===== src/rtl/demo_regs_pkg.sv =====
// constants, field layouts and carrier types for the demo control register bank
// Summary of operation
// - read-only 12-bit posted-data credit, captured by hardware, zero until captured
// - filter control bit 0 turns filter on (reset off), bit 1 inverts (reset on)
// - filter min threshold bits 23-16 reset 100, max bits 31-24 reset 200
// - offload bit 0 routes filtering to processor when set, fabric when clear
// - output route bit 0 sends frames to host when set, local display when clear
// - generator enable bit 0 starts card-to-host channel one traffic, reset zero
// - 16-bit packet length resets to 4096, generator handles up to 32 kilobytes
// - checker bit 0 enables checking, bit 1 enables loopback, both reset zero
// - checker mismatch sets sticky error bit 0, cleared by writing one
// - 32-bit wrap count resets to 511, sets sequence rollover value
// - host registers read-only to processor, processor registers read-only to host
// - host control bit 0 holds host soft reset while set, reset zero
// - host status holds ready, test-started and test-error in bits 0 to 2
// - processor control bit 0 holds processor soft reset while set, reset zero
// - processor status holds ready bit 0 and generator error bit 1
// - reserved bits and unmapped addresses read as zero
// - every register is 32 bits and returns its default after reset
// - host reaches every register at the listed offsets of its memory window
package demo_regs_pkg;
    // register byte offsets inside the host window
    localparam logic [15:0] OFS_FILTER_CTRL   = 16'h0100;
    localparam logic [15:0] OFS_OFFLOAD       = 16'h0104;
    localparam logic [15:0] OFS_OUT_ROUTE     = 16'h0108;
    localparam logic [15:0] OFS_HOST_CTRL     = 16'h0300;
    localparam logic [15:0] OFS_HOST_STAT     = 16'h0304;
    localparam logic [15:0] OFS_PROC_CTRL     = 16'h0400;
    localparam logic [15:0] OFS_PROC_STAT     = 16'h0404;
    localparam logic [15:0] OFS_CREDIT_PD     = 16'h902C;
    localparam logic [15:0] OFS_GEN_EN        = 16'h9200;
    localparam logic [15:0] OFS_PKT_LEN       = 16'h9204;
    localparam logic [15:0] OFS_CHK_LOOP      = 16'h9208;
    localparam logic [15:0] OFS_CHK_ERR       = 16'h920C;
    localparam logic [15:0] OFS_WRAP          = 16'h9210;
    // processor physical base and bias; offset sits in the low 12 bits
    localparam logic [15:0] PROC_BASE_HI      = 16'h4002;
    localparam logic [15:0] PROC_OFS_BIAS     = 16'h9000;
    // field positions and reset values
    localparam int          FLT_MIN_LSB       = 16;
    localparam int          FLT_MAX_LSB       = 24;
    localparam logic [7:0]  FLT_MIN_RST       = 8'h64;
    localparam logic [7:0]  FLT_MAX_RST       = 8'hC8;
    localparam logic [15:0] PKT_LEN_RST       = 16'h1000;
    localparam logic [15:0] PKT_LEN_MAX       = 16'h8000;
    localparam logic [15:0] BEAT_BYTES        = 16'h0004;
    localparam logic [31:0] WRAP_RST          = 32'h0000_01FF;

    // one register access request
    typedef struct packed {
        logic        valid;
        logic        write;
        logic [31:0] addr;
        logic [31:0] wdata;
    } bus_req_t;

    // read answer, one cycle after the request
    typedef struct packed {
        logic        rvalid;
        logic [31:0] rdata;
    } bus_rsp_t;

    // video path controls
    typedef struct packed {
        logic [7:0] max_thr;
        logic [7:0] min_thr;
        logic       invert;
        logic       enable;
        logic       to_processor;
        logic       to_host;
    } video_ctrl_t;

    // generator output beat
    typedef struct packed {
        logic        valid;
        logic        last;
        logic [31:0] data;
    } gen_beat_t;
endpackage


===== src/rtl/demo_control_register_bank.sv =====
// host and processor register bank with traffic generator and checker
`timescale 1ns/1ps
module demo_control_register_bank
    import demo_regs_pkg::*;
(
    // clock and reset
    input  wire logic        clk_i,
    input  wire logic        reset_i,
    // host memory window access
    input  wire bus_req_t    host_req_i,
    output bus_rsp_t         host_rsp_o,
    // processor physical access
    input  wire bus_req_t    proc_req_i,
    output bus_rsp_t         proc_rsp_o,
    // initial credit capture from link logic
    input  wire logic        credit_valid_i,
    input  wire logic [11:0] credit_value_i,
    // status flags from processor subsystem and host test logic
    input  wire logic        proc_ready_set_i,
    input  wire logic        gen_dma_err_set_i,
    // generator stream, card to host channel one
    input  wire logic        gen_ready_i,
    output gen_beat_t        gen_beat_o,
    // checker stream, host to card channel one
    input  wire logic        chk_valid_i,
    input  wire logic [31:0] chk_data_i,
    // controls
    output video_ctrl_t      video_ctrl_o,
    output logic             loopback_o,
    output logic             host_soft_reset_o,
    output logic             proc_soft_reset_o
);

    // whole state of the bank
    typedef struct packed {
        logic        credit_taken;
        logic [11:0] credit;
        logic [31:0] filter;
        logic        offload;
        logic        route;
        logic        host_ctrl;
        logic [2:0]  host_stat;
        logic        proc_ctrl;
        logic [1:0]  proc_stat;
        logic        gen_en;
        logic [15:0] pkt_len;
        logic [1:0]  chk_loop;
        logic        chk_err;
        logic [31:0] wrap;
        logic [31:0] gen_seq;
        logic [15:0] gen_bytes;
        logic        gen_last;
        logic [31:0] chk_seq;
        bus_rsp_t    host_rsp;
        bus_rsp_t    proc_rsp;
    } state_t;

    state_t st_r;
    state_t st_nxt;

    // read mux shared by both ports; holes and reserved bits give zero
    function automatic logic [31:0] reg_read(input state_t s, input logic [15:0] a);
        logic [31:0] d;
        d = 32'h0000_0000;
        unique case (a)
            OFS_FILTER_CTRL: d = {s.filter[31:16], 14'h0000, s.filter[1:0]};
            OFS_OFFLOAD:     d = {31'h0000_0000, s.offload};
            OFS_OUT_ROUTE:   d = {31'h0000_0000, s.route};
            OFS_HOST_CTRL:   d = {31'h0000_0000, s.host_ctrl};
            OFS_HOST_STAT:   d = {29'h0000_0000, s.host_stat};
            OFS_PROC_CTRL:   d = {31'h0000_0000, s.proc_ctrl};
            OFS_PROC_STAT:   d = {30'h0000_0000, s.proc_stat};
            OFS_CREDIT_PD:   d = {20'h0_0000, s.credit};
            OFS_GEN_EN:      d = {31'h0000_0000, s.gen_en};
            OFS_PKT_LEN:     d = {16'h0000, s.pkt_len};
            OFS_CHK_LOOP:    d = {30'h0000_0000, s.chk_loop};
            OFS_CHK_ERR:     d = {31'h0000_0000, s.chk_err};
            OFS_WRAP:        d = s.wrap;
            default:         d = 32'h0000_0000;
        endcase
        return d;
    endfunction

    // next value after the wrap count
    function automatic logic [31:0] seq_step(input logic [31:0] q, input logic [31:0] w);
        return (q >= w) ? 32'h0000_0000 : 32'(q + 32'h0000_0001);
    endfunction

    logic [15:0] host_ofs;
    logic [15:0] proc_ofs;
    logic        proc_hit;
    logic        host_wr;
    logic        proc_wr;
    logic [15:0] len_eff;
    logic        gen_fire;

    // address decode for the two ports
    always_comb begin
        host_ofs = host_req_i.addr[15:0];
        proc_hit = (proc_req_i.addr[31:16] == PROC_BASE_HI)
                && (proc_req_i.addr[15:12] == PROC_OFS_BIAS[15:12]);
        proc_ofs = proc_hit ? {4'h0, proc_req_i.addr[11:0]} : 16'hFFFF;
        host_wr  = host_req_i.valid && host_req_i.write;
        proc_wr  = proc_req_i.valid && proc_req_i.write && proc_hit;
        len_eff  = 16'h0000;
        if (st_r.pkt_len == 16'h0000) begin
            len_eff = BEAT_BYTES;
        end else if (st_r.pkt_len > PKT_LEN_MAX) begin
            len_eff = PKT_LEN_MAX;
        end else begin
            len_eff = st_r.pkt_len;
        end
        gen_fire = st_r.gen_en && gen_ready_i;
    end

    // next-state logic
    always_comb begin
        st_nxt = st_r;
        // credit is captured once, on the first valid report
        if (credit_valid_i && !st_r.credit_taken) begin
            st_nxt.credit       = credit_value_i;
            st_nxt.credit_taken = 1'b1;
        end
        // processor writes: its own registers and the shared controls
        if (proc_wr) begin
            unique case (proc_ofs)
                OFS_PROC_CTRL: st_nxt.proc_ctrl = proc_req_i.wdata[0];
                OFS_PROC_STAT: st_nxt.proc_stat = proc_req_i.wdata[1:0];
                OFS_FILTER_CTRL: st_nxt.filter  = proc_req_i.wdata;
                OFS_OFFLOAD:   st_nxt.offload   = proc_req_i.wdata[0];
                OFS_OUT_ROUTE: st_nxt.route     = proc_req_i.wdata[0];
                default: ;
            endcase
        end
        // host writes win over processor writes in the same cycle
        if (host_wr) begin
            unique case (host_ofs)
                OFS_FILTER_CTRL: st_nxt.filter = host_req_i.wdata;
                OFS_OFFLOAD:   st_nxt.offload  = host_req_i.wdata[0];
                OFS_OUT_ROUTE: st_nxt.route    = host_req_i.wdata[0];
                OFS_HOST_CTRL: st_nxt.host_ctrl = host_req_i.wdata[0];
                OFS_HOST_STAT: st_nxt.host_stat = host_req_i.wdata[2:0];
                OFS_GEN_EN:    st_nxt.gen_en   = host_req_i.wdata[0];
                OFS_PKT_LEN:   st_nxt.pkt_len  = host_req_i.wdata[15:0];
                OFS_CHK_LOOP:  st_nxt.chk_loop = host_req_i.wdata[1:0];
                OFS_CHK_ERR: begin
                    if (host_req_i.wdata[0]) begin
                        st_nxt.chk_err = 1'b0;
                    end
                end
                OFS_WRAP:      st_nxt.wrap     = host_req_i.wdata;
                default: ;
            endcase
        end
        // hardware status setters beat software writes
        if (proc_ready_set_i) begin
            st_nxt.proc_stat[0] = 1'b1;
        end
        if (gen_dma_err_set_i) begin
            st_nxt.proc_stat[1] = 1'b1;
        end
        // generator: sequence beats, last flag on packet boundary
        if (!st_r.gen_en) begin
            st_nxt.gen_seq   = 32'h0000_0000;
            st_nxt.gen_bytes = 16'h0000;
            st_nxt.gen_last  = (BEAT_BYTES >= len_eff);
        end else if (gen_fire) begin
            st_nxt.gen_seq = seq_step(st_r.gen_seq, st_r.wrap);
            if (st_r.gen_last) begin
                st_nxt.gen_bytes = 16'h0000;
                st_nxt.gen_last  = (BEAT_BYTES >= len_eff);
            end else begin
                st_nxt.gen_bytes = 16'(st_r.gen_bytes + BEAT_BYTES);
                st_nxt.gen_last  = (st_r.gen_bytes + BEAT_BYTES + BEAT_BYTES >= len_eff);
            end
        end
        // checker: compare against expected sequence, sticky error
        if (!st_r.chk_loop[0]) begin
            st_nxt.chk_seq = 32'h0000_0000;
        end else if (chk_valid_i) begin
            st_nxt.chk_seq = seq_step(st_r.chk_seq, st_r.wrap);
            if (chk_data_i != st_r.chk_seq) begin
                st_nxt.chk_err = 1'b1;
            end
        end
        // registered read answers
        st_nxt.host_rsp.rvalid = host_req_i.valid && !host_req_i.write;
        st_nxt.host_rsp.rdata  = reg_read(st_r, host_ofs);
        st_nxt.proc_rsp.rvalid = proc_req_i.valid && !proc_req_i.write;
        st_nxt.proc_rsp.rdata  = reg_read(st_r, proc_ofs);
    end

    // state register with documented defaults
    always_ff @(posedge clk_i or posedge reset_i) begin
        if (reset_i) begin
            st_r          <= '0;
            st_r.filter   <= {FLT_MAX_RST, FLT_MIN_RST, 14'h0000, 2'h2};
            st_r.pkt_len  <= PKT_LEN_RST;
            st_r.wrap     <= WRAP_RST;
            st_r.gen_last <= 1'b0;
        end else begin
            st_r <= st_nxt;
        end
    end

    // outputs straight from the state register
    assign host_rsp_o                = st_r.host_rsp;
    assign proc_rsp_o                = st_r.proc_rsp;
    assign gen_beat_o.valid          = st_r.gen_en;
    assign gen_beat_o.last           = st_r.gen_last;
    assign gen_beat_o.data           = st_r.gen_seq;
    assign video_ctrl_o.enable       = st_r.filter[0];
    assign video_ctrl_o.invert       = st_r.filter[1];
    assign video_ctrl_o.min_thr      = st_r.filter[FLT_MIN_LSB +: 8];
    assign video_ctrl_o.max_thr      = st_r.filter[FLT_MAX_LSB +: 8];
    assign video_ctrl_o.to_processor = st_r.offload;
    assign video_ctrl_o.to_host      = st_r.route;
    assign loopback_o                = st_r.chk_loop[1];
    assign host_soft_reset_o         = st_r.host_ctrl;
    assign proc_soft_reset_o         = st_r.proc_ctrl;
endmodule


===== config.mk =====
export PLATFORM = sky130hd
export DESIGN_NAME = demo_control_register_bank
export DESIGN_NICKNAME = d
export VERILOG_FILES = /design/src/rtl/demo_regs_pkg.sv /design/src/rtl/demo_control_register_bank.sv
export SDC_FILE = /design/constraint.sdc
export NUM_CORES = 1
export LEC_CHECK = 0
export BUFFER_PORTS_ARGS = -buffer_cell sky130_fd_sc_hd__buf_2
export CORE_UTILIZATION = 40
export CTS_CLUSTER_SIZE = 20
export DETAILED_ROUTE_END_ITERATION = 8
export GPL_TIMING_DRIVEN = 0
export SYNTH_ARGS = -nofsm -noshare
export SYNTH_HDL_FRONTEND = slang
export SYNTH_SLANG_ARGS = --single-unit

===== constraint.sdc =====
create_clock -name clk_i -period 22.8 [get_ports clk_i]
set_input_delay 3.42 -clock clk_i [delete_from_list [all_inputs] [get_ports clk_i]]
set_output_delay 3.42 -clock clk_i [all_outputs]
set_load 0.005 [all_outputs]

==> After elaboration in Yosys (flattened, before gate mapping) <==
Cells that the tools add are included.
{ "totals": {"elab_cells": 121, "output_inout_bits": 123, "ramBits": 0, "memories": 0, "romBits": 0, "input_bits": 183, "register_bits": 253, "latch_bits": 0} }
{ "classes": {"n_div": 0, "multipliers": 0, "bitwise": 0, "n_eq_ne": 31, "n_mux": 33, "n_lt_le_gt_ge": 5, "addsub": 4, "n_reduce_logical": 25, "shifts": 0} }
{ "op_table": {"columns": ["operator", "n"], "rows": [
  ["one-hot mux 32 bit (13 select lines)", 2],
  ["two-way mux 32 bit", 7],
  ["equality test 16 bit (second input constant)", 12],
  ["two-way mux 49 bit", 2],
  ["equality test 16 x 9 -> 1 bit (second input constant)", 6],
  ["adder 32 x 1 -> 32 bit (second input constant)", 2],
  ["equality test 16 x 10 -> 1 bit (second input constant)", 4],
  ["equality test 16 x 11 -> 1 bit (second input constant)", 4],
  ["greater-or-equal comparator 32 bit", 2],
  ["two-way mux 16 bit", 3],
  ["two-way mux 38 bit", 1],
  ["two-way mux 34 bit", 1],
  ["two-way mux 33 bit", 1],
  ["adder 16 x 3 -> 16 bit (second input constant)", 2],
  ["!= test 32 bit", 1],
  ["AND reduction 2 bit", 9],
  ["two-way mux 17 bit", 1],
  ["equality test 16 x 15 -> 1 bit (second input constant)", 1],
  ["greater-or-equal comparator 16 bit", 1],
  ["greater-or-equal comparator 3 x 16 -> 1 bit (first input constant)", 1],
  ["greater-than comparator 16 bit (second input constant)", 1],
  ["zero test 16 bit", 1],
  ["two-way mux 1 bit", 12],
  ["logical AND 1 bit", 8],
  ["7 further kinds", 13]
]} }

==> Depth between registers and ports, before layout <==
Gate-level depths: netlist of the first run.
{ "depth": {"word_depth": 8, "ltp_mapped": 16, "depth_no_buf": 15} }

==> Worst setup path after synthesis of the first run <==
No wires, ideal clock.
{ "synth_timing": {"kind": "input port to flip-flop", "startpoint": "in host_req_i[39] (netlist name)", "endpoint": "reg st_r[182] (netlist name)", "required_ns": 22.675, "path_slack_ns": 17.424, "setup_ns": 0.125, "t_arrival_ns": 5.251, "cell_stages": 9, "path_cell_list": "nor4_1 or2b_1 nor3_4 and2_1 buf_6 and3_4 buf_8 buf_12 mux2_4"} }
{ "synth_between": {"elab_chain_cells": 2} }
{ "synth_rtl": {"columns": ["item", "line", "rtl"], "rows": [
  ["start, declared", "demo_control_register_bank.sv:10", "input wire bus_req_t host_req_i,"],
  ["equality test 16 bit", "demo_control_register_bank.sv:137", "unique case (host_ofs)"],
  ["AND reduction 2 bit (no line)", null, null],
  ["end signal, assigned", "demo_control_register_bank.sv:202", "st_r <= st_nxt;"],
  ["end, declared", "demo_control_register_bank.sv:58", "state_t st_r;"]
]} }
Every way passes these cells.
A chain may end at the register's enable or synchronous reset.

==> reports/qor.yml, run 1 <==
sta:
  holdWs_ps: 469
  setup_tns_ps: 0
  fmax_mhz: 168
  slew_viol_final: 0
  worst_slew_pin_slew_ps: 894
  relSlewSlack: 0.400
  fin_crit_sh: 0.261
  min_period_ps: 5960
  rsz0062_at_grt: "no"
  skew_ps: 9.44
  setup_viol: 0
  report.final.hold_viol_count: 0
clocking:
  htreeDepth: 1
  ctsResizeCount: 0
  clock-root-buffer: "clkbuf_16"
  cts_tree: "done"
  cts.sinks: 224
  cts_setup_buffers: 0
  clk_latency_ps: 530
  cts_hold_buf: 0
  cts_buffers: 27
  clkTransAtPathRegs_ps: 60
  clock_path_buffers: 3
placement:
  place.detailed.hpwl_um: 33800
  port-buffer-count: 259
  gp_congestion: 0.920
global_routing:
  grt_max_degree: 122
  grt_pass1_wl_um: 66700
  antenna_found_initial: 2
  grt_use_total: 0.241
  gr-total-overflow: 0
  grt_pass1_vias: 11500
routing:
  wl_met2_um: 20400
  wl_um: 43600
  routed-wl-met3_um: 2640
  wl_met1_um: 19300
  top_layer_used: "met5"
  wl_per_cell_um: 19.3
  drt_pass1_iterations: 8
  vias: 12100
  route.detailed.drc: 1
  viasPerCell: 5.36
  ant_nets: 0
  drt_iter0_drc: 908
power:
  power_uw: 871
  swShare: 0.225
  seq_power_share: 0.462
  internal_power_uw: 675
  p_leak_nw: 8.61
  combPwrFrac: 0.044
  vdd_drop_max_mv: 0.0368
  switchingPower_uw: 196
  power_frac_clock: 0.494
  pwr_density_cell_nw_per_um2: 51.8
floorplanning:
  die_w_um: 189
  ios: 306
  die_h_um: 189
  core_area_um2: 34500
  start_util: 0.406
  num_rows: 68
  die-area_um2: 35700
yosys:
  yosys_warnings: 0
  seq_area_frac_synth: 0.402
  synth.distinct_cells: 80
  synth_enable_flop_cells: 0
  synthCells: 1489
  synth-main-ff-cell: "dfrtp_1"
  syn_area_um2: 14000
  ys_ff_latch: 224
  synthArstFlopShare: 1.00
  avgSynthCellArea_um2: 9.40
worst_setup_path:
  required_ps: 23260
  critical_path_class: "input port to flop"
  end_kind: "flop"
  worst_r2r_path_depth: 12
  reg2reg_slack_ps: 18930
  r2r-end: "gen_beat_o[32]"
  rr_startpoint: "st_r[101]"
  cp.arrival_ps: 6420
  critPathMaxFanout: 10
  cp-start-kind: "input port"
min_path:
  holdPathEnd: "st_r[252]"
  worstHoldStart: "st_r[252]"
  hold_class: "flop to flop"
  worstHoldPathCells: 1
final_layout:
  syn_to_final_growth_pct: 20.2
  drive_above_1_share: 0.285
  nets: 2055
  fin_util: 0.488
status:
  status: "finished with violations"
  violations: "DRC"
flow_run:
  maxCapViolCount: 0
[worst max path at each step]
stage              startpoint  cells past startpoint        endpoint  slack [ps]
3_3_place_gp          reset_i                      2       st_r[108]       10450
5_1_grt        proc_req_i[45]                      9   proc_rsp_o[1]       16530
4_1_cts        proc_req_i[45]                      8  proc_rsp_o[19]       16710
3_5_place_dp   proc_req_i[45]                      8  proc_rsp_o[19]       16160
6_report       proc_req_i[45]                      8  proc_rsp_o[19]       16840
2_1_floorplan         reset_i                      1   gen_beat_o[0]       13270
[placed cells by master, fill, tap and decap left out, types with 25 or more instances in the layout]
cell / instances
ha_1: 82
a21oi_1: 42
clkbuf_1: 59
buf_2: 275
xor2_1: 49
a31oi_1: 26
nand3_1: 56
inv_1: 48
and2_1: 25
a22o_1: 40
clkbuf_16: 27
nor2_1: 88
o21ai_0: 104
mux2_2: 28
dfrtp_1: 207
nand2_1: 172
nand4_1: 29
buf_4: 122
[logic make-up (layout without fill, tap and decap cells)]
logic type	after synthesis	in the layout	synth area share
AO/OA/AOI/OAI	307	307	0.148
XOR/XNOR	73	73	0.0457
adder cells (fa/ha/maj)	82	82	0.0733
buffers and inverters	241	550	0.101
flip-flops	224	224	0.402
multiplexers	61	61	0.0506
other	1	14	0.000268
AND/OR/NAND/NOR	500	500	0.179
[per-stage QoR]
stage | instance area (µm²) | std cells | worst slack [ps]
after floorplan | 14000 | 1501 | 13270
after detailed placement | 15900 | 2216 | 16160
after global placement | 15900 | 2215 | 10450
after global routing | 16800 | 2266 | 16530
after CTS | 16800 | 2265 | 16710
final | 16800 | 2266 | 16840
[per-layer routing]
layer / vias to the layer above / GRT usage
met5: - / 0
met3: 73 / 0.0345
met4: 2 / 0.0763
li1: 5789 / -
met2: 442 / 0.407
met1: 5832 / 0.319
[sequential cells by signal, indices dropped and copies added, names as in the netlist]
register,flops
proc_rsp_o,20
gen_beat_o,34
host_rsp_o,33
proc_soft_reset_o,1
loopback_o,1
host_soft_reset_o,1
st_r,114
video_ctrl_o,20
[power groups by stage]
| stage | Sequential, mW | Clock (mW) | Combinational [mW] |
|---|---|---|---|
| 2_1_floorplan | 0.409 | 0 | 0.0162 |
| 3_3_place_gp | 0.410 | 0 | 0.0381 |
| 3_5_place_dp | 0.409 | 0 | 0.0392 |
| 4_1_cts | 0.402 | 0.440 | 0.0394 |
| 5_1_grt | 0.402 | 0.455 | 0.0428 |
| 6_report | 0.402 | 0.430 | 0.0386 |
[synth_stat cells (6+ instances only)]
master	count	share of area
nand3_1	56	0.020
mux2_4	10	0.011
ha_1	82	0.073
nor4_1	21	0.0094
nor3_1	20	0.0072
a31oi_1	26	0.012
o31ai_1	6	0.0032
dfrtp_1	207	0.37
nand4_1	29	0.013
nor2b_1	20	0.0089
xnor2_1	24	0.015
a222oi_1	11	0.0079
dfstp_2	17	0.032
o21ai_0	104	0.037
inv_1	49	0.013
clkbuf_1	50	0.013
a22o_1	40	0.025
a21oi_1	42	0.015
and2_1	25	0.011
a21o_1	17	0.0091
and3_1	12	0.0054
nor2_1	88	0.024
buf_4	122	0.065
a211oi_1	8	0.0043
nand2_1	172	0.046
buf_2	16	0.0057
and4_1	8	0.0050
a221o_1	19	0.014
mux2_2	28	0.023
nand2b_1	10	0.0045
mux2i_1	22	0.016
xor2_1	49	0.031
[critical path, stage by stage]
cell and delay (ps):
buf_2 100, nor4b_1 620, nand4_1 180, nor3_1 550, nand2_1 150, nor3_1 710, clkbuf_1 460, and2_1 220
[final cells by class]
class | instances | area, µm²
Fill cell | 3309 | 17600
Multi-Input combinational cell | 1036 | 7000
Sequential cell | 224 | 5630
Timing Repair Buffer | 260 | 1320
Buffer | 192 | 1230
Clock buffer | 38 | 737
Tap cell | 455 | 569
Inverter | 49 | 191
Clock inverter | 11 | 135
Antenna cell | 1 | 2.50
(Power assumes the default switching activity.)
==> inputs of run 2 (changes only) <==
--- a/config.mk
+++ b/config.mk
@@ -5,6 +5,7 @@
 export SDC_FILE = /design/constraint.sdc
 export NUM_CORES = 1
 export LEC_CHECK = 0
+export ABC_AREA = 1
 export BUFFER_PORTS_ARGS = -buffer_cell sky130_fd_sc_hd__buf_2
 export CORE_UTILIZATION = 40
 export CTS_CLUSTER_SIZE = 20
==> constraint.sdc (replaced) <==
create_clock -name clk_i -period 4.88 [get_ports clk_i]
set_input_delay 0.732 -clock clk_i [delete_from_list [all_inputs] [get_ports clk_i]]
set_output_delay 0.732 -clock clk_i [all_outputs]
set_load 0.005 [all_outputs]
==> run 2 against run 1 <==
The run now ends clean. Sequential cell count is the same. Global-route usage grew 0.83 points. Synthesized cell count grew 36%. Worst hold slack lost 140 ps. Highest routed layer is now met4. Register-to-register slack lost 17000 ps.
==> reports/qor.yml, run 2 <==
floorplanning:
  ios: 306
  die_w_um: 197
  start_util: 0.406
  num_rows: 71
  core_area_um2: 37600
  die_h_um: 197
  die-area_um2: 38900
power:
  seq_power_share: 0.447
  power_frac_clock: 0.503
  vdd_drop_max_mv: 0.246
  combPwrFrac: 0.050
  pwr_density_cell_nw_per_um2: 227
  swShare: 0.230
  switchingPower_uw: 957
  power_mw: 4.16
  internal_power_mw: 3.20
  p_leak_nw: 9.03
clocking:
  cts.sinks: 224
  ctsResizeCount: 0
  clk_latency_ps: 550
  cts_hold_buf: 0
  htreeDepth: 1
  cts_setup_buffers: 0
  clock_path_buffers: 3
  cts_tree: "done"
  clock-root-buffer: "clkbuf_16"
  clkTransAtPathRegs_ps: 60
  cts_buffers: 26
global_routing:
  grt_pass1_vias: 13600
  antenna_found_initial: 1
  grt_use_total: 0.250
  gr-total-overflow: 0
  grt_pass1_wl_um: 75700
  grt_max_degree: 44
routing:
  viasPerCell: 5.06
  drt_iter0_drc: 1035
  wl_um: 48400
  ant_nets: 0
  vias: 14500
  route.detailed.drc: 0
  drt_pass1_iterations: 5
  wl_per_cell_um: 16.9
yosys:
  synth-main-ff-cell: "dfrtp_1"
  yosysMostFrequentCell: "nand2_1"
  synthArstFlopShare: 1.00
  syn_area_um2: 15300
  synth.distinct_cells: 52
  synth_top_area_share: 0.340
  synth_xor_area_frac: 0.0263
  yosys_warnings: 0
  synth_area_leaders: "dfrtp_1 34%, nand2_1 11%, ha_1 6.7%"
  synthSimpleGateAreaFrac: 0.278
  synth.mux.area_fraction: 0.00812
  synth_enable_flop_cells: 0
  avgSynthCellArea_um2: 7.54
  seq_area_frac_synth: 0.369
  synthCells: 2023
  synthTopCellsByCount: "442 x nand2_1, 247 x inv_1, 207 x dfrtp_1"
  synth-compound-area-share: 0.111
  ys_ff_latch: 224
  synth_top_family_by_area: "simple AND/OR/NAND/NOR gates"
  synth_adder_area_share: 0.0673
  yosysTopAreaCell: "dfrtp_1"
sta:
  setup_ws_ps: 1860
  fin_crit_sh: 0.618
  worst_slew_pin_slew_ps: 1060
  fmax_mhz: 332
  min_period_ps: 3020
  rsz0062_at_grt: "no"
  report.final.hold_viol_count: 0
  skew_ps: 22.2
  slew_viol_final: 0
  setup_viol: 0
  setup_tns_ps: 0
  relSlewSlack: 0.288
final_layout:
  fin_util: 0.486
  layout_common_cells: "442 x nand2_1, 280 x buf_2, 246 x inv_1"
  final_common_cell: "nand2_1"
  nets: 2595
  top_register: "st_r"
  largest_register_ffs: 114
  drive_above_1_share: 0.245
  syn_to_final_growth_pct: 19.8
  fillCellCount: 3772
worst_setup_path:
  reg2reg_slack_ps: 1860
  critical_path_class: "flop to flop"
  critPathMaxFanout: 5
  end_kind: "flop"
  crit_path_max_incr_delay_ps: 420
  required_ps: 5370
  cp.arrival_ps: 3500
  cpMaxStageDelayCell: "dfrtp_1"
  crit_buf_inv: 3
  path_common_cell: "nand2_1"
  crit_chain: "ha_1, nand3_2, inv_2, nand2_2, nor2_4, nand2_1, nand2_1, nand2_4, nor3_2, nand4_1, nand2_1, inv_1, ha_1, nand2_1, inv_1, nand3_1, nor3_1, o21ai_0, nand2_1, nand2_1, nand2_1, nand2_1, nand2_1"
  cp-start-kind: "flop"
  path_delay_family: "simple AND/OR/NAND/NOR gates"
min_path:
  hold_class: "input port to asynchronous set/reset pin"
status:
  status: "finished, final reports clean"
flow_run:
  maxCapViolCount: 0
placement:
  place.detailed.hpwl_um: 39300
  port-buffer-count: 262
  post-place-ws_ps: 1870
  gp_congestion: 0.960
[run 2: stage by stage]
step	cells	hold WS, ps	area (µm²)
after floorplan	2035	423	15300
after global placement	2808	437	17300
after detailed placement	2813	441	17400
after CTS	2861	309	18300
after global routing	2861	332	18300
final	2862	332	18300
[run 2: logic make-up after synthesis]
kind of cell / Yosys count
buffers and inverters: 432
xor gates and xnor gates: 45
AOI/OAI and AO/OA: 313
adders and majority gates: 82
DFF: 224
muxes: 11
other: 1
and+or+nand+nor: 915
[run 2: final timing paths]
path                                startpoint                to  cells past startpoint
max in group asynchronous              reset_i  video_ctrl_o[18]                      4
worst min-delay path                   reset_i         st_r[114]                      2
worst min register to register       st_r[252]         st_r[252]                      2
worst max-delay path                 st_r[102]    gen_beat_o[32]                     23
min in group clk_i              host_req_i[64]    host_rsp_o[32]                      2
worst max register to register       st_r[102]    gen_beat_o[32]                     23
[run 2: per-layer routing]
layer	track usage	up-vias	part of all wire
met4	0.0746	0	0.028
met1	0.346	6790	0.45
li1	-	7135	-
met3	0.0248	78	0.051
met2	0.411	486	0.47
met5	0	-	0
[run 2: area by class of cell]
type / instances / area [µm²] / share of cell area
tap: 511 / 639 / 0.0350
sequential: 224 / 5630 / 0.308
antenna: 1 / 2.50 / 0.000137
clock buffer: 33 / 717 / 0.0392
timing repair buffer: 267 / 1410 / 0.0772
inverter: 262 / 987 / 0.0540
multi-input combinational: 1379 / 7530 / 0.412
clock inverter: 15 / 205 / 0.0112
buffer: 170 / 1160 / 0.0635
[run 2: power by group through the flow]
stage	clock [mW]	combinational, mW	sequential (mW)
after floorplan	0	0.0904	1.89
after global placement	0	0.197	1.89
after detailed placement	0	0.209	1.89
after CTS	2.13	0.210	1.86
after global routing	2.21	0.230	1.86
final	2.09	0.206	1.86
[run 2: worst register-to-register path: cells and delay by family, from the launching register on]
family	cells	cell delay, ps
compound gates	1	110
flops	1	420
simple gates	17	1640
fa+ha+maj	2	590
buf+inv	3	210
==> inputs of run 3 (changes only) <==
--- a/config.mk
+++ b/config.mk
@@ -5,7 +5,7 @@
 export SDC_FILE = /design/constraint.sdc
 export NUM_CORES = 1
 export LEC_CHECK = 0
-export ABC_AREA = 1
+export ABC_AREA = 0
 export BUFFER_PORTS_ARGS = -buffer_cell sky130_fd_sc_hd__buf_2
 export CORE_UTILIZATION = 40
 export CTS_CLUSTER_SIZE = 20
==> constraint.sdc (replaced) <==
create_clock -name clk_i -period 2.67 [get_ports clk_i]
set_input_delay 0.4005 -clock clk_i [delete_from_list [all_inputs] [get_ports clk_i]]
set_output_delay 0.4005 -clock clk_i [all_outputs]
set_load 0.005 [all_outputs]
==> run 3 against run 2 <==
The run now ends with DRC, setup timing left. Via count down 15%. Count of clock-buffer cells in the layout up 1. Clock power up 81%. Core utilization up 1.9 points. Design area down 4.8%. Worst hold slack worse by 250 ps. Final cell count down 20%. Global-route usage down 0.23 points. Fmax down 6.9%. Sequential cell count unchanged. Critical endpoint unchanged. Highest routed layer is now met5.
==> reports/qor.yml, run 3 (synthesis gave the netlist of run 1 again) <==
worst_setup_path:
  required_ps: 3090
  reg2reg_slack_ps: -570
  critical_path_class: "flop to flop"
  cp.arrival_ps: 3660
  cp-start-kind: "flop"
  end_kind: "flop"
  critPathMaxFanout: 10
floorplanning:
  die-area_um2: 35700
  die_w_um: 189
  num_rows: 68
  core_area_um2: 34500
  ios: 306
  start_util: 0.406
  die_h_um: 189
sta:
  setup_tns_ps: -569
  slew_viol_final: 0
  min_period_ps: 3240
  setup_viol: 1
  setup_ws_ps: -569
  relSlewSlack: 0.499
  worst_slew_pin_slew_ps: 747
  fmax_mhz: 309
  skew_ps: 18.8
  rsz0062_at_grt: "yes"
  report.final.hold_viol_count: 0
  fin_crit_sh: 1.21
final_layout:
  syn_to_final_growth_pct: 24.3
  nets: 2084
  drive_above_1_share: 0.321
  final_cell_count_no_fill: 2295
  fin_util: 0.505
  top_register: "st_r"
  final_area_um2: 17400
  largest_register_ffs: 114
  layout_common_cells: "271 x buf_2, 197 x dfrtp_1, 172 x nand2_1"
  final_common_cell: "buf_2"
placement:
  place_inst: 2221
  gp_congestion: 0.908
  post-place-ws_ps: -824
  port-buffer-count: 259
  dpl_cell_area_um2: 16100
  place.detailed.hpwl_um: 34600
routing:
  wl_um: 44400
  route.detailed.drc: 1
  wl_per_cell_um: 19.3
  vias: 12300
  drt_iter0_drc: 891
  drt_pass1_iterations: 9
  ant_nets: 0
  viasPerCell: 5.37
clocking:
  clkTransAtPathRegs_ps: 60
  htreeDepth: 1
  clock-root-buffer: "clkbuf_16"
  cts.sinks: 224
  cts_buffers: 27
  cts_tree: "done"
  clk_latency_ps: 530
  clock_path_buffers: 3
min_path:
  hold_class: "input port to flop"
power:
  p_leak_nw: 8.85
  vdd_drop_max_mv: 0.314
  pwr_density_cell_nw_per_um2: 435
global_routing:
  grt_pass1_vias: 11900
  grt_use_total: 0.247
  grt_max_degree: 42
  gr-total-overflow: 0
  antenna_found_initial: 2
  grt_pass1_wl_um: 69000
flow_run:
  maxCapViolCount: 0
status:
  violations: "DRC, setup timing"
  status: "finished with violations"
-- run 3: cell types whose count changed in the layout (fill, tap and decap cells not counted), moves of 25 or more --
| cell | delta |
|---|---|
| and2_1 | +25 |
| o21ai_1 | -84 |
| nand3_1 | -79 |
| xor2_1 | +31 |
| a22o_1 | +40 |
| nand2_1 | -270 |
| nand4_1 | -30 |
| buf_4 | +27 |
| nor2_1 | -64 |
| o22ai_1 | -32 |
| inv_1 | -202 |
-- run 3: area by class of cell --
type / instances / area, µm²
Tap cell: 455 / 569
Timing Repair Buffer: 289 / 1610
Clock buffer: 34 / 722
Clock inverter: 15 / 185
Fill cell: 3295 / 17100
Antenna cell: 1 / 2.50
Multi-Input combinational cell: 1036 / 7170
Buffer: 192 / 1320
Sequential cell: 224 / 5640
Inverter: 49 / 191
-- run 3: what timing repair did --
| item | in CTS | in global routing |
|---|---|---|
| pin swaps | 5 | 8 |
| cloned | 0 | 0 |
| hold buffers | 1 | 0 |
| setup endpoints to repair | 68 | 59 |
| setup buffers | 10 | 13 |
| hold endpoints to repair | 11 | 0 |
| resized for setup | 36 | 45 |
-- run 3: per-layer routing --
layer  track usage  part of all wire
met3        0.0304             0.065
met1         0.330              0.43
met4        0.0642             0.022
met5             0           0.00023
met2         0.423              0.48
-- run 3: critical path, cell delays in order, from the launching register on --
cell and delay [ps]:
dfrtp_1 410, ha_2 200, buf_6 130, and3_4 210
nand3_4 110, or3b_4 390, a21boi_2 130, o21ai_2 80
a2111oi_4 340, xnor2_1 150, ha_1 310, nand4_1 100
a2111oi_2 280, nor3_1 100, a211oi_1 180
-- run 3: path summary, 6_finish.rpt --
kind                                       start               end  depth (start not counted)
worst max-delay path                   st_r[101]    gen_beat_o[32]                         14
worst min-delay path            proc_ready_set_i         st_r[199]                          2
worst max register to register         st_r[101]    gen_beat_o[32]                         14
worst min register to register         st_r[252]         st_r[252]                          1
max in group asynchronous                reset_i         st_r[155]                          6
min in group asynchronous                reset_i  video_ctrl_o[11]                          3
-- run 3: report_power, final --
part | total, mW | internal (mW) | switching (mW)
logic | 0.349 | 0.154 | 0.196
registers | 3.43 | 3.42 | 0.0155
clock network | 3.78 | 2.30 | 1.49
total | 7.57 | 5.87 | 1.70
-- run 3: metrics by stage --
| stage | hold slack [ps] | total power [mW] |
|---|---|---|
| 6_report | 80.4 | 7.57 |
| 5_1_grt | 68.8 | 7.81 |
| 4_1_cts | 62.0 | 7.64 |
| 3_5_place_dp | 411 | 3.85 |
| 3_3_place_gp | 450 | 3.82 |
| 2_1_floorplan | 438 | 3.63 |
